[config.mk]
export PLATFORM = sky130hd
export DESIGN_NAME = csr_core
export DESIGN_NICKNAME = d
export VERILOG_FILES = /design/src/csr_alu.v /design/src/csr_core.v
export VERILOG_INCLUDE_DIRS = /design/src
export SDC_FILE = /design/constraint.sdc
export NUM_CORES = 1
export LEC_CHECK = 0
export ABC_AREA = 1
export BUFFER_PORTS_ARGS = -buffer_cell sky130_fd_sc_hd__buf_2
export CELL_PAD_IN_SITES_DETAIL_PLACEMENT = 1
export CELL_PAD_IN_SITES_GLOBAL_PLACEMENT = 1
export CORE_MARGIN = 3
export CORE_UTILIZATION = 30
export CTS_BUF_LIST = sky130_fd_sc_hd__clkbuf_4
export DETAILED_ROUTE_END_ITERATION = 8
export GPL_TIMING_DRIVEN = 0
export PLACE_DENSITY = 0.76
export SLEW_MARGIN = 30
export SYNTH_ARGS = -nofsm -noshare
export SYNTH_HDL_FRONTEND = slang
export SYNTH_SLANG_ARGS = --single-unit
[constraint.sdc]
create_clock -name core_clk -period 2 [get_ports core_clk]
set_clock_uncertainty 0.05 [all_clocks]
set_input_delay 0.4 -clock core_clk [delete_from_list [all_inputs] [get_ports core_clk]]
set_output_delay 0.4 -clock core_clk [all_outputs]
set_load 0.005 [all_outputs]
[src/csr_map.vh]
// Address map, field positions, codes and reset values for the core special registers
`ifndef CSR_MAP_VH
`define CSR_MAP_VH
// ==========================================================
// Special register addresses
`define CSR_A_IND0 8'h00
`define CSR_A_PTR0 8'h01
`define CSR_A_IND1 8'h02
`define CSR_A_PTR1 8'h03
`define CSR_A_BANK 8'h04
`define CSR_A_ACCU 8'h05
`define CSR_A_PCLO 8'h06
`define CSR_A_TPTR 8'h07
`define CSR_A_THI 8'h08
`define CSR_A_FLAGS 8'h0a
`define CSR_A_INTC 8'h0b
`define CSR_A_EDGE 8'h2e
// First general purpose address; everything below is special space
`define CSR_SFR_TOP 8'h40
// ==========================================================
// Flag register fields
`define CSR_F_C 0
`define CSR_F_HC 1
`define CSR_F_Z 2
`define CSR_F_OVF 3
`define CSR_F_PD 4
`define CSR_F_TO 5
// Bits that a write may change (carry, aux carry, zero, overflow)
`define CSR_FLAGS_WMASK 8'h0f
// ==========================================================
// Interrupt control fields
`define CSR_I_GIE 0
`define CSR_I_ENA 1
`define CSR_I_ENB 2
`define CSR_I_PNA 4
`define CSR_I_PNB 5
// Edge select fields and codes
`define CSR_E_A_LSB 0
`define CSR_E_B_LSB 2
`define CSR_EDGE_OFF 2'h0
`define CSR_EDGE_RISE 2'h1
`define CSR_EDGE_FALL 2'h2
`define CSR_EDGE_BOTH 2'h3
// ==========================================================
// Arithmetic operation codes
`define CSR_OP_PASS 3'h0
`define CSR_OP_ADD 3'h1
`define CSR_OP_SUB 3'h2
`define CSR_OP_AND 3'h3
`define CSR_OP_OR 3'h4
`define CSR_OP_XOR 3'h5
`define CSR_OP_RLC 3'h6
`define CSR_OP_RRC 3'h7
// ==========================================================
// Reset values
`define CSR_RST_BYTE 8'h00
`define CSR_RST_BANK 8'h00
`define CSR_RD_UNUSED 8'h00
`endif

[src/csr_alu.v]
// Arithmetic and logic unit with carry, aux carry, zero and overflow generation
`default_nettype none
`include "csr_map.vh"
module csr_alu (
  input wire [2:0] op,
  input wire [7:0] a,
  input wire [7:0] b,
  input wire cin,
  output reg [7:0] result,
  output reg [3:0] flags,
  output reg [3:0] upd
);
  reg [7:0] bx;
  reg [8:0] sum;
  reg [4:0] low;
  reg c7in;
  always @* begin
    // Subtraction is a + ~b + 1, so the carry out means no borrow
    bx = (op == `CSR_OP_SUB) ? ~b : b;
    sum = {1'b0, a} + {1'b0, bx} + {8'h00, (op == `CSR_OP_SUB)};
    low = {1'b0, a[3:0]} + {1'b0, bx[3:0]} + {4'h0, (op == `CSR_OP_SUB)};
    c7in = sum[7] ^ a[7] ^ bx[7];
    result = b;
    flags = 4'h0;
    upd = 4'h0;
    case (op)
      `CSR_OP_ADD, `CSR_OP_SUB: begin
        result = sum[7:0];
        flags[`CSR_F_C] = sum[8];
        flags[`CSR_F_HC] = low[4];
        flags[`CSR_F_OVF] = c7in ^ sum[8];
        upd = 4'hf;
      end
      `CSR_OP_AND: begin
        result = a & b;
        upd[`CSR_F_Z] = 1'b1;
      end
      `CSR_OP_OR: begin
        result = a | b;
        upd[`CSR_F_Z] = 1'b1;
      end
      `CSR_OP_XOR: begin
        result = a ^ b;
        upd[`CSR_F_Z] = 1'b1;
      end
      `CSR_OP_RLC: begin
        result = {b[6:0], cin};
        flags[`CSR_F_C] = b[7];
        upd[`CSR_F_C] = 1'b1;
      end
      `CSR_OP_RRC: begin
        result = {cin, b[7:1]};
        flags[`CSR_F_C] = b[0];
        upd[`CSR_F_C] = 1'b1;
      end
      default: begin
        result = b;
      end
    endcase
    flags[`CSR_F_Z] = (result == 8'h00);
  end
endmodule // csr_alu
`default_nettype wire

[src/csr_core.v]
// Core special registers: pointers, bank, accumulator, program counter low, table, flags
`default_nettype none
`include "csr_map.vh"
module csr_core (
  input wire core_clk,
  input wire resetn,
  input wire sys_reset_req,
  input wire reset_wdt_in_pd,
  input wire [7:0] mem_addr,
  input wire mem_rd,
  input wire mem_wr,
  input wire [7:0] mem_wdata,
  output wire [7:0] rd_data,
  output wire [7:0] ram_bank,
  output wire [7:0] ram_addr,
  output wire ram_rd,
  output wire ram_wr,
  output wire [7:0] ram_wdata,
  input wire [7:0] ram_rdata,
  input wire alu_go,
  input wire [2:0] alu_op,
  input wire [7:0] alu_operand,
  output wire [7:0] accumulator,
  input wire [7:0] pc_low_now,
  output wire pc_jump,
  output wire [7:0] pc_jump_target,
  output wire dummy_cycle,
  input wire tbl_read_go,
  output wire prog_rd,
  output wire [7:0] prog_rd_addr,
  input wire [15:0] prog_word,
  output wire tbl_low_valid,
  output wire [7:0] tbl_low_data,
  input wire halt_instr,
  input wire watchdog_clear_instr,
  input wire wdt_timeout,
  output wire power_down_flag,
  output wire watchdog_timeout_flag,
  input wire int_enter,
  input wire return_from_interrupt,
  input wire external_irq_a,
  input wire external_irq_b,
  output wire global_interrupt_enable,
  output wire [1:0] int_pending,
  output wire int_request
);
  // ==========================================================
  // Storage
  reg [7:0] pointer_bank_zero_reg;
  reg [7:0] pointer_any_bank_reg;
  reg [7:0] bank_select_reg;
  reg [7:0] accumulator_reg;
  reg [7:0] program_counter_low_reg;
  reg [7:0] table_pointer_reg;
  reg [7:0] table_high_byte_reg;
  reg [7:0] processor_flags_reg;
  reg [7:0] interrupt_control_primary_reg;
  reg [7:0] external_edge_select_reg;
  reg [7:0] sfr_rd_reg;
  reg ram_sel_reg;
  reg pc_jump_reg;
  reg dummy_reg;
  reg prog_rd_reg;
  reg tbl_low_valid_reg;
  reg [7:0] tbl_low_data_reg;
  reg [1:0] irq_a_sync_reg;
  reg [1:0] irq_b_sync_reg;
  reg irq_a_prev_reg;
  reg irq_b_prev_reg;

  // ==========================================================
  // Decode helpers
  function is_ind_port;
    input [7:0] addr;
    begin
      is_ind_port = (addr == `CSR_A_IND0) || (addr == `CSR_A_IND1);
    end
  endfunction

  function edge_hit;
    input [1:0] sel;
    input now;
    input prev;
    begin
      case (sel)
        `CSR_EDGE_RISE: edge_hit = now & ~prev;
        `CSR_EDGE_FALL: edge_hit = ~now & prev;
        `CSR_EDGE_BOTH: edge_hit = now ^ prev;
        default: edge_hit = 1'b0;
      endcase
    end
  endfunction

  // ==========================================================
  // Address resolution
  reg [7:0] eff_addr;
  reg [7:0] eff_bank;
  reg via_port;
  always @* begin
    eff_addr = mem_addr;
    eff_bank = `CSR_RST_BANK;
    via_port = 1'b0;
    if (mem_addr == `CSR_A_IND0) begin
      eff_addr = pointer_bank_zero_reg;
      eff_bank = `CSR_RST_BANK;
      via_port = 1'b1;
    end else if (mem_addr == `CSR_A_IND1) begin
      eff_addr = pointer_any_bank_reg;
      eff_bank = bank_select_reg;
      via_port = 1'b1;
    end
  end

  // Special space ignores the bank so registers stay reachable from any bank
  wire is_sfr = (eff_addr < `CSR_SFR_TOP);
  // A port pointing at a port is a dead location
  wire dead = via_port & is_ind_port(eff_addr);
  wire sfr_wr = mem_wr & is_sfr & ~dead;
  wire sfr_rd = mem_rd & is_sfr;

  assign ram_bank = eff_bank;
  assign ram_addr = eff_addr;
  assign ram_rd = mem_rd & ~is_sfr;
  assign ram_wr = mem_wr & ~is_sfr;
  assign ram_wdata = mem_wdata;
  assign rd_data = ram_sel_reg ? ram_rdata : sfr_rd_reg;

  // ==========================================================
  // Special register read mux
  reg [7:0] sfr_rd_next;
  always @* begin
    case (eff_addr)
      `CSR_A_PTR0: sfr_rd_next = pointer_bank_zero_reg;
      `CSR_A_PTR1: sfr_rd_next = pointer_any_bank_reg;
      `CSR_A_BANK: sfr_rd_next = bank_select_reg;
      `CSR_A_ACCU: sfr_rd_next = accumulator_reg;
      `CSR_A_PCLO: sfr_rd_next = pc_low_now;
      `CSR_A_TPTR: sfr_rd_next = table_pointer_reg;
      `CSR_A_THI: sfr_rd_next = table_high_byte_reg;
      `CSR_A_FLAGS: sfr_rd_next = processor_flags_reg;
      `CSR_A_INTC: sfr_rd_next = interrupt_control_primary_reg;
      `CSR_A_EDGE: sfr_rd_next = external_edge_select_reg;
      default: sfr_rd_next = `CSR_RD_UNUSED;
    endcase
    if (dead) begin
      sfr_rd_next = `CSR_RD_UNUSED;
    end
  end

  always @(posedge core_clk or negedge resetn) begin
    if (!resetn) begin
      sfr_rd_reg <= `CSR_RST_BYTE;
      ram_sel_reg <= 1'b0;
    end else begin
      if (sfr_rd) begin
        sfr_rd_reg <= sfr_rd_next;
      end
      if (mem_rd) begin
        ram_sel_reg <= ~is_sfr;
      end
    end
  end

  // ==========================================================
  // Arithmetic unit; every result lands in the accumulator unless a write to it comes in the same cycle
  wire [7:0] alu_result;
  wire [3:0] alu_flags;
  wire [3:0] alu_upd;
  csr_alu u_alu (
    .op(alu_op),
    .a(accumulator_reg),
    .b(alu_operand),
    .cin(processor_flags_reg[`CSR_F_C]),
    .result(alu_result),
    .flags(alu_flags),
    .upd(alu_upd)
  );
  assign accumulator = accumulator_reg;

  // ==========================================================
  // Plain byte registers
  always @(posedge core_clk or negedge resetn) begin
    if (!resetn) begin
      pointer_bank_zero_reg <= `CSR_RST_BYTE;
      pointer_any_bank_reg <= `CSR_RST_BYTE;
      bank_select_reg <= `CSR_RST_BANK;
      accumulator_reg <= `CSR_RST_BYTE;
      table_pointer_reg <= `CSR_RST_BYTE;
      external_edge_select_reg <= `CSR_RST_BYTE;
    end else begin
      if (sfr_wr && eff_addr == `CSR_A_PTR0) begin
        pointer_bank_zero_reg <= mem_wdata;
      end
      if (sfr_wr && eff_addr == `CSR_A_PTR1) begin
        pointer_any_bank_reg <= mem_wdata;
      end
      // A time-out reset while powered down keeps the bank
      if (sys_reset_req) begin
        if (!reset_wdt_in_pd) begin
          bank_select_reg <= `CSR_RST_BANK;
        end
      end else if (sfr_wr && eff_addr == `CSR_A_BANK) begin
        bank_select_reg <= mem_wdata;
      end
      if (sfr_wr && eff_addr == `CSR_A_ACCU) begin
        accumulator_reg <= mem_wdata;
      end else if (alu_go) begin
        accumulator_reg <= alu_result;
      end
      // Increment and decrement reach it through the ordinary write path
      if (sfr_wr && eff_addr == `CSR_A_TPTR) begin
        table_pointer_reg <= mem_wdata;
      end
      if (sfr_wr && eff_addr == `CSR_A_EDGE) begin
        external_edge_select_reg <= mem_wdata;
      end
    end
  end

  // ==========================================================
  // Program counter low and dummy cycle
  always @(posedge core_clk or negedge resetn) begin
    if (!resetn) begin
      program_counter_low_reg <= `CSR_RST_BYTE;
      pc_jump_reg <= 1'b0;
      dummy_reg <= 1'b0;
    end else begin
      pc_jump_reg <= sfr_wr && eff_addr == `CSR_A_PCLO;
      dummy_reg <= pc_jump_reg;
      if (sfr_wr && eff_addr == `CSR_A_PCLO) begin
        program_counter_low_reg <= mem_wdata;
      end
    end
  end
  // Only the low byte is supplied; the core keeps its page bits
  assign pc_jump = pc_jump_reg;
  assign pc_jump_target = program_counter_low_reg;
  assign dummy_cycle = dummy_reg;

  // ==========================================================
  // Table read: pointer out, word back one cycle later
  always @(posedge core_clk or negedge resetn) begin
    if (!resetn) begin
      table_high_byte_reg <= `CSR_RST_BYTE;
      prog_rd_reg <= 1'b0;
      tbl_low_valid_reg <= 1'b0;
      tbl_low_data_reg <= `CSR_RST_BYTE;
    end else begin
      prog_rd_reg <= tbl_read_go;
      tbl_low_valid_reg <= prog_rd_reg;
      if (prog_rd_reg) begin
        table_high_byte_reg <= prog_word[15:8];
        tbl_low_data_reg <= prog_word[7:0];
      end else if (sfr_wr && eff_addr == `CSR_A_THI) begin
        table_high_byte_reg <= mem_wdata;
      end
    end
  end
  assign prog_rd = prog_rd_reg;
  assign prog_rd_addr = table_pointer_reg;
  assign tbl_low_valid = tbl_low_valid_reg;
  assign tbl_low_data = tbl_low_data_reg;

  // ==========================================================
  // Flag register
  reg [7:0] flags_next;
  integer i;
  always @* begin
    flags_next = processor_flags_reg;
    for (i = 0; i < 4; i = i + 1) begin
      if (alu_go && alu_upd[i]) begin
        flags_next[i] = alu_flags[i];
      end
    end
    if (sfr_wr && eff_addr == `CSR_A_FLAGS) begin
      // Power-down and time-out bits are masked off here
      flags_next = (processor_flags_reg & ~`CSR_FLAGS_WMASK) |
                   (mem_wdata & `CSR_FLAGS_WMASK);
    end
    if (watchdog_clear_instr) begin
      flags_next[`CSR_F_PD] = 1'b0;
      flags_next[`CSR_F_TO] = 1'b0;
    end
    if (halt_instr) begin
      flags_next[`CSR_F_PD] = 1'b1;
      flags_next[`CSR_F_TO] = 1'b0;
    end
    // The time-out event outranks any clear in the same cycle
    if (wdt_timeout) begin
      flags_next[`CSR_F_TO] = 1'b1;
    end
    flags_next[7:6] = 2'b00;
  end

  // Interrupt entry leaves this register alone; software saves it
  always @(posedge core_clk or negedge resetn) begin
    if (!resetn) begin
      processor_flags_reg <= `CSR_RST_BYTE;
    end else begin
      processor_flags_reg <= flags_next;
    end
  end
  assign power_down_flag = processor_flags_reg[`CSR_F_PD];
  assign watchdog_timeout_flag = processor_flags_reg[`CSR_F_TO];

  // ==========================================================
  // External interrupt pins: two-stage sync, then edge detect
  always @(posedge core_clk or negedge resetn) begin
    if (!resetn) begin
      irq_a_sync_reg <= 2'b00;
      irq_b_sync_reg <= 2'b00;
      irq_a_prev_reg <= 1'b0;
      irq_b_prev_reg <= 1'b0;
    end else begin
      irq_a_sync_reg <= {irq_a_sync_reg[0], external_irq_a};
      irq_b_sync_reg <= {irq_b_sync_reg[0], external_irq_b};
      irq_a_prev_reg <= irq_a_sync_reg[1];
      irq_b_prev_reg <= irq_b_sync_reg[1];
    end
  end

  wire hit_a = edge_hit(external_edge_select_reg[`CSR_E_A_LSB +: 2],
                        irq_a_sync_reg[1], irq_a_prev_reg);
  wire hit_b = edge_hit(external_edge_select_reg[`CSR_E_B_LSB +: 2],
                        irq_b_sync_reg[1], irq_b_prev_reg);

  // ==========================================================
  // Interrupt control
  wire [1:0] ready_src = {interrupt_control_primary_reg[`CSR_I_PNB] &
                          interrupt_control_primary_reg[`CSR_I_ENB],
                          interrupt_control_primary_reg[`CSR_I_PNA] &
                          interrupt_control_primary_reg[`CSR_I_ENA]};
  reg [7:0] intc_next;
  always @* begin
    intc_next = interrupt_control_primary_reg;
    if (sfr_wr && eff_addr == `CSR_A_INTC) begin
      intc_next = mem_wdata;
    end
    if (int_enter) begin
      intc_next[`CSR_I_GIE] = 1'b0;
      // Source a is served first when both are ready
      if (ready_src[0]) begin
        intc_next[`CSR_I_PNA] = 1'b0;
      end else if (ready_src[1]) begin
        intc_next[`CSR_I_PNB] = 1'b0;
      end
    end
    if (return_from_interrupt) begin
      intc_next[`CSR_I_GIE] = 1'b1;
    end
    // New edges win over a clear in the same cycle
    if (hit_a) begin
      intc_next[`CSR_I_PNA] = 1'b1;
    end
    if (hit_b) begin
      intc_next[`CSR_I_PNB] = 1'b1;
    end
  end

  always @(posedge core_clk or negedge resetn) begin
    if (!resetn) begin
      interrupt_control_primary_reg <= `CSR_RST_BYTE;
    end else begin
      interrupt_control_primary_reg <= intc_next;
    end
  end

  assign global_interrupt_enable = interrupt_control_primary_reg[`CSR_I_GIE];
  assign int_pending = {interrupt_control_primary_reg[`CSR_I_PNB],
                        interrupt_control_primary_reg[`CSR_I_PNA]};
  assign int_request = global_interrupt_enable & (|ready_src);
endmodule // csr_core
`default_nettype wire

==> report_table.html <==
<table>
<tr><th>Metric</th><th>Value</th></tr>
<tr><th colspan="2">Layout</th></tr>
<tr><td>Final cell count without fillers</td><td>1503</td></tr>
<tr><td>Area added between synthesis and finish</td><td>61.3%</td></tr>
<tr><td>Fin nets</td><td>1318</td></tr>
<tr><td>Ratio of cells with drive above 1 in the final layout</td><td>51.4%</td></tr>
<tr><td>Final cell area excluding filler cells</td><td>0.0111 mm²</td></tr>
<tr><td>Area taken by multi-input logic gates</td><td>0.00520 mm²</td></tr>
<tr><td>Final-layout fill cell count</td><td>2597</td></tr>
<tr><td>Footprint of the flip-flops and latches</td><td>0.00264 mm²</td></tr>
<tr><th colspan="2">STA</th></tr>
<tr><td>Setup TNS</td><td>-5660 ps</td></tr>
<tr><td>Tcrit/Tclk final</td><td>114%</td></tr>
<tr><td>Number of failing setup endpoints in the final timing report</td><td>84</td></tr>
<tr><td>Worst slew margin relative to its limit</td><td>49.2%</td></tr>
<tr><td>Maximum frequency from static timing analysis</td><td>0.440 GHz</td></tr>
<tr><td>Fin. max-slew vios</td><td>0</td></tr>
<tr><td>Slew at the pin closest to its max-slew limit</td><td>761 ps</td></tr>
<tr><td>Final Hold Violating Endpoints</td><td>0</td></tr>
<tr><td>Unrepaired setup endpoints after global routing</td><td>true</td></tr>
<tr><td>Crit path time final</td><td>2270 ps</td></tr>
<tr><td>Final setup margin</td><td>-270 ps</td></tr>
<tr><th colspan="2">Yosys</th></tr>
<tr><td>Number of nets produced by synthesis</td><td>1054</td></tr>
<tr><td>Post-synthesis sequential area ratio</td><td>38.0%</td></tr>
<tr><td>Post-synthesis cell type count</td><td>45</td></tr>
<tr><td>#FFs+latches synth</td><td>105</td></tr>
<tr><td>Yosys warnings</td><td>0</td></tr>
<tr><td>Syn Std Cell Area</td><td>0.00691 mm²</td></tr>
<tr><td>Syn avg cell area</td><td>7.26 µm²</td></tr>
<tr><td>Cell count after synthesis</td><td>952</td></tr>
<tr><th colspan="2">Floorplan</th></tr>
<tr><td>Full die area</td><td>0.0249 mm²</td></tr>
<tr><td>Core box area</td><td>0.0222 mm²</td></tr>
<tr><td>Placement row count</td><td>54</td></tr>
<tr><td>Die boundary height</td><td>158 µm</td></tr>
<tr><td>Starting utilization of the core area</td><td>31.1%</td></tr>
<tr><td>Total I/O pin count</td><td>150</td></tr>
<tr><td>Die boundary width</td><td>158 µm</td></tr>
<tr><th colspan="2">Run status</th></tr>
<tr><td>Result of the run</td><td>complete, but fails checks</td></tr>
<tr><td>Violated checks</td><td>negative setup slack</td></tr>
<tr><th colspan="2">Place</th></tr>
<tr><td>Pre-CTS setup slack</td><td>-866 ps</td></tr>
<tr><td>Placed cell count</td><td>1381</td></tr>
<tr><td>Estimated wirelength of the detail-placed design</td><td>20000 µm</td></tr>
<tr><td>Port bufs</td><td>148</td></tr>
<tr><td>Cell area after placement</td><td>0.00816 mm²</td></tr>
<tr><td>Gpl congestion</td><td>0.940</td></tr>
<tr><th colspan="2">CTS</th></tr>
<tr><td>Number of H-tree levels</td><td>3</td></tr>
<tr><td>Maximum buffer depth of the clock tree</td><td>2</td></tr>
<tr><td>CTS Buf Count</td><td>9</td></tr>
<tr><td>Worst-skew pair later-pin latency</td><td>530 ps</td></tr>
<tr><td>TritonCTS clock tree</td><td>built</td></tr>
<tr><td>CTS Sinks</td><td>105</td></tr>
<tr><td>CTS Root Buffer Type</td><td>sky130_fd_sc_hd__clkbuf_4</td></tr>
<tr><td>Post-CTS clock slew at the launch and capture registers of the worst setup and hold paths</td><td>190 ps</td></tr>
<tr><th colspan="2">Power and ir drop</th></tr>
<tr><td>Lkg Pwr</td><td>0.00546 µW</td></tr>
<tr><td>Pwr dens</td><td>519 mW/mm²</td></tr>
<tr><td>Worst-case vdd ir drop</td><td>0.279 mV</td></tr>
<tr><th colspan="2">Worst hold path</th></tr>
<tr><td>Depth of the worst hold-timing path</td><td>3</td></tr>
<tr><td>Path class of the lowest-slack min-delay path</td><td>primary input to flip-flop</td></tr>
<tr><td>Startpoint of the lowest-slack hold path</td><td>prog_word[4]</td></tr>
<tr><td>Worst hold endpoint</td><td>tbl_low_data[4]$_DFFE_PN0P_</td></tr>
<tr><th colspan="2">Global route</th></tr>
<tr><td>Leftover overflow at the end of global routing</td><td>0</td></tr>
<tr><td>Global-route wire length before repair</td><td>45300 µm</td></tr>
<tr><td>Maximum number of pins on one net before global-route repair</td><td>66</td></tr>
<tr><td>Initial antenna violation count</td><td>1</td></tr>
<tr><td>Number of global-route vias before repair</td><td>8091</td></tr>
<tr><td>Total global routing track utilization</td><td>23.4%</td></tr>
<tr><th colspan="2">Flow run</th></tr>
<tr><td>Count of max-cap constraint violations</td><td>0</td></tr>
<tr><th colspan="2">Routing</th></tr>
<tr><td>Routed via count</td><td>8330</td></tr>
<tr><td>Detail-routed net length per standard cell</td><td>23.4 µm</td></tr>
<tr><td>Number of DRC markers in iteration 0</td><td>698</td></tr>
<tr><td>Post-route antenna net violation count</td><td>0</td></tr>
<tr><td>Wirelength, routed</td><td>35200 µm</td></tr>
<tr><td>Mean number of vias per cell</td><td>5.54</td></tr>
<tr><td>Iteration count of the initial detailed-routing pass</td><td>5</td></tr>
<tr><td>DRC violations left</td><td>0</td></tr>
<tr><th colspan="2">Worst setup path</th></tr>
<tr><td>RR Endpoint</td><td>processor_flags_reg[2]$_DFFE_PN0P_</td></tr>
<tr><td>Type of the setup path with the least slack</td><td>flip-flop to flip-flop</td></tr>
<tr><td>Critical path data required time</td><td>2420 ps</td></tr>
<tr><td>Worst-path fanout max</td><td>3</td></tr>
<tr><td>Element type at the critical path end</td><td>flip-flop</td></tr>
<tr><td>Setup crit start kind</td><td>flip-flop</td></tr>
<tr><td>Source of the worst register-to-register timing path</td><td>accumulator[0]$_DFFE_PN0P_</td></tr>
<tr><td>Worst reg-to-reg path cell count</td><td>12</td></tr>
<tr><td>Critical path data arrival time</td><td>2690 ps</td></tr>
<tr><td>Worst setup slack for register-to-register paths</td><td>-270 ps</td></tr>
</table>
layer usage:
metal	GRT usage [%]	share of wire (%)	vias to the layer above
li1	-	-	3649
met3	4.10	5.9	132
met4	11.0	5.9	0
met2	42.0	51	383
met1	27.0	37	4166
met5	0	0	-
worst max-delay path: stages, from the launching register on:
cell and delay [ps]:
sky130_fd_sc_hd__dfrtp_2 460, sky130_fd_sc_hd__inv_2 70, sky130_fd_sc_hd__nand2_2 50, sky130_fd_sc_hd__a21boi_4 150
sky130_fd_sc_hd__fa_2 390, sky130_fd_sc_hd__a31oi_4 210, sky130_fd_sc_hd__and2_1 150, sky130_fd_sc_hd__nor2_1 60
sky130_fd_sc_hd__nor2_2 150, sky130_fd_sc_hd__nand3_1 90, sky130_fd_sc_hd__nor2_1 150, sky130_fd_sc_hd__nand3_1 110
sky130_fd_sc_hd__a21oi_1 130
Yosys cell counts:
master / count / area [µm²]
sky130_fd_sc_hd__nand2_1: 264 / 991
sky130_fd_sc_hd__nand3_1: 147 / 736
sky130_fd_sc_hd__dfrtp_1: 105 / 2630
sky130_fd_sc_hd__inv_1: 102 / 383
sky130_fd_sc_hd__nor2_1: 76 / 285
sky130_fd_sc_hd__o21ai_0: 43 / 215
sky130_fd_sc_hd__ha_1: 27 / 338
sky130_fd_sc_hd__o21ai_1: 22 / 110
sky130_fd_sc_hd__a21oi_1: 20 / 100
sky130_fd_sc_hd__buf_4: 15 / 113
sky130_fd_sc_hd__nand2_2: 12 / 75.1
sky130_fd_sc_hd__nor2_2: 10 / 62.6
sky130_fd_sc_hd__buf_2: 9 / 45.0
sky130_fd_sc_hd__nand3_2: 8 / 80.1
sky130_fd_sc_hd__xor2_1: 8 / 70.1
sky130_fd_sc_hd__nand4_1: 7 / 43.8
sky130_fd_sc_hd__o211ai_1: 7 / 52.6
sky130_fd_sc_hd__o22ai_1: 7 / 43.8
sky130_fd_sc_hd__inv_2: 6 / 22.5
sky130_fd_sc_hd__clkbuf_1: 5 / 18.8
sky130_fd_sc_hd__o211ai_2: 5 / 62.6
sky130_fd_sc_hd__buf_6: 4 / 45.0
sky130_fd_sc_hd__nor2_4: 4 / 45.0
sky130_fd_sc_hd__nor3_1: 4 / 20.0
sky130_fd_sc_hd__a21o_1: 3 / 22.5
sky130_fd_sc_hd__a31oi_1: 3 / 18.8
sky130_fd_sc_hd__nand2_4: 3 / 33.8
sky130_fd_sc_hd__nand4_2: 3 / 37.5
sky130_fd_sc_hd__a21boi_0: 2 / 15.0
sky130_fd_sc_hd__a21oi_2: 2 / 17.5
sky130_fd_sc_hd__a22oi_1: 2 / 15.0
sky130_fd_sc_hd__clkinv_1: 2 / 7.51
sky130_fd_sc_hd__nand3b_1: 2 / 15.0
sky130_fd_sc_hd__or2_2: 2 / 12.5
sky130_fd_sc_hd__a32oi_1: 1 / 8.76
sky130_fd_sc_hd__and2_1: 1 / 6.26
sky130_fd_sc_hd__fa_1: 1 / 20.0
sky130_fd_sc_hd__nor2_8: 1 / 20.0
sky130_fd_sc_hd__nor4_2: 1 / 12.5
sky130_fd_sc_hd__nor4_4: 1 / 21.3
sky130_fd_sc_hd__o2111ai_1: 1 / 8.76
sky130_fd_sc_hd__o211a_1: 1 / 10.0
sky130_fd_sc_hd__o21bai_1: 1 / 7.51
sky130_fd_sc_hd__o221ai_1: 1 / 8.76
sky130_fd_sc_hd__or2_0: 1 / 6.26
layout make-up:
cell class	count	area share, %
Sequential cell	105	23.7
Clock buffer	9	0.606
Clock inverter	7	0.876
Timing Repair Buffer	256	17.9
Multi-Input combinational cell	704	46.6
Tap cell	280	3.14
Antenna cell	2	0.0449
Buffer	30	2.95
Inverter	110	4.14
cells in the final DEF, fill, tap and decap left out, types with 39 or more instances in the layout:
cell	Yosys	layout
sky130_fd_sc_hd__nand2_1	264	195
sky130_fd_sc_hd__buf_2	9	139
sky130_fd_sc_hd__dfrtp_1	105	95
sky130_fd_sc_hd__inv_1	102	82
sky130_fd_sc_hd__nand3_1	147	70
sky130_fd_sc_hd__buf_4	15	68
sky130_fd_sc_hd__nand3_2	8	65
sky130_fd_sc_hd__nand2_2	12	51
sky130_fd_sc_hd__nor2_4	4	42
sky130_fd_sc_hd__o21ai_2	0	39
timing repair:
| action | in CTS | in global routing |
|---|---|---|
| hold endpoints to repair | 44 | 0 |
| gates cloned | 11 | 4 |
| hold buffers | 5 | 0 |
| pin swaps | 53 | 103 |
| resized for setup | 211 | 279 |
| setup buffers | 46 | 51 |
| endpoints found under the setup margin | 93 | 95 |
report_power, final:
group	switching, µW	total [µW]	internal (µW)
clock	833	1350	518
sequential	165	2420	2250
combinational	1160	2020	854
total	2160	5790	3630
stage by stage:
stage	utilization [%]	hold slack [ps]	total power, µW
final	50.1	36.0	5790
after global routing	50.1	17.3	6070
after CTS	43.5	12.3	5390
after detailed placement	36.7	287	3730
after global placement	36.5	285	3680
after floorplan	-	54.4	3170
how the worst max path moves through the flow:
stage	startpoint	to	cells after the start
2_1_floorplan	alu_op[1]	accumulator[7]$_DFFE_PN0P_	17
3_3_place_gp	alu_op[1]	processor_flags_reg[2]$_DFFE_PN0P_	16
3_5_place_dp	alu_op[1]	processor_flags_reg[2]$_DFFE_PN0P_	16
4_1_cts	accumulator[0]$_DFFE_PN0P_	processor_flags_reg[2]$_DFFE_PN0P_	12
5_1_grt	accumulator[0]$_DFFE_PN0P_	processor_flags_reg[2]$_DFFE_PN0P_	12
6_report	accumulator[0]$_DFFE_PN0P_	processor_flags_reg[2]$_DFFE_PN0P_	12
cells by family (layout without fill, tap and decap cells):
logic type | count (synthesis) | after routing | synth area share (%)
compound gates | 121 | 121 | 10.4
xor+xnor | 8 | 8 | 1.01
fa+ha+maj | 28 | 28 | 5.18
buf+inv | 143 | 412 | 9.18
flops | 105 | 105 | 38.0
other cells | 0 | 2 | 0
simple gates | 547 | 547 | 36.2
(Power assumes the default switching activity.)
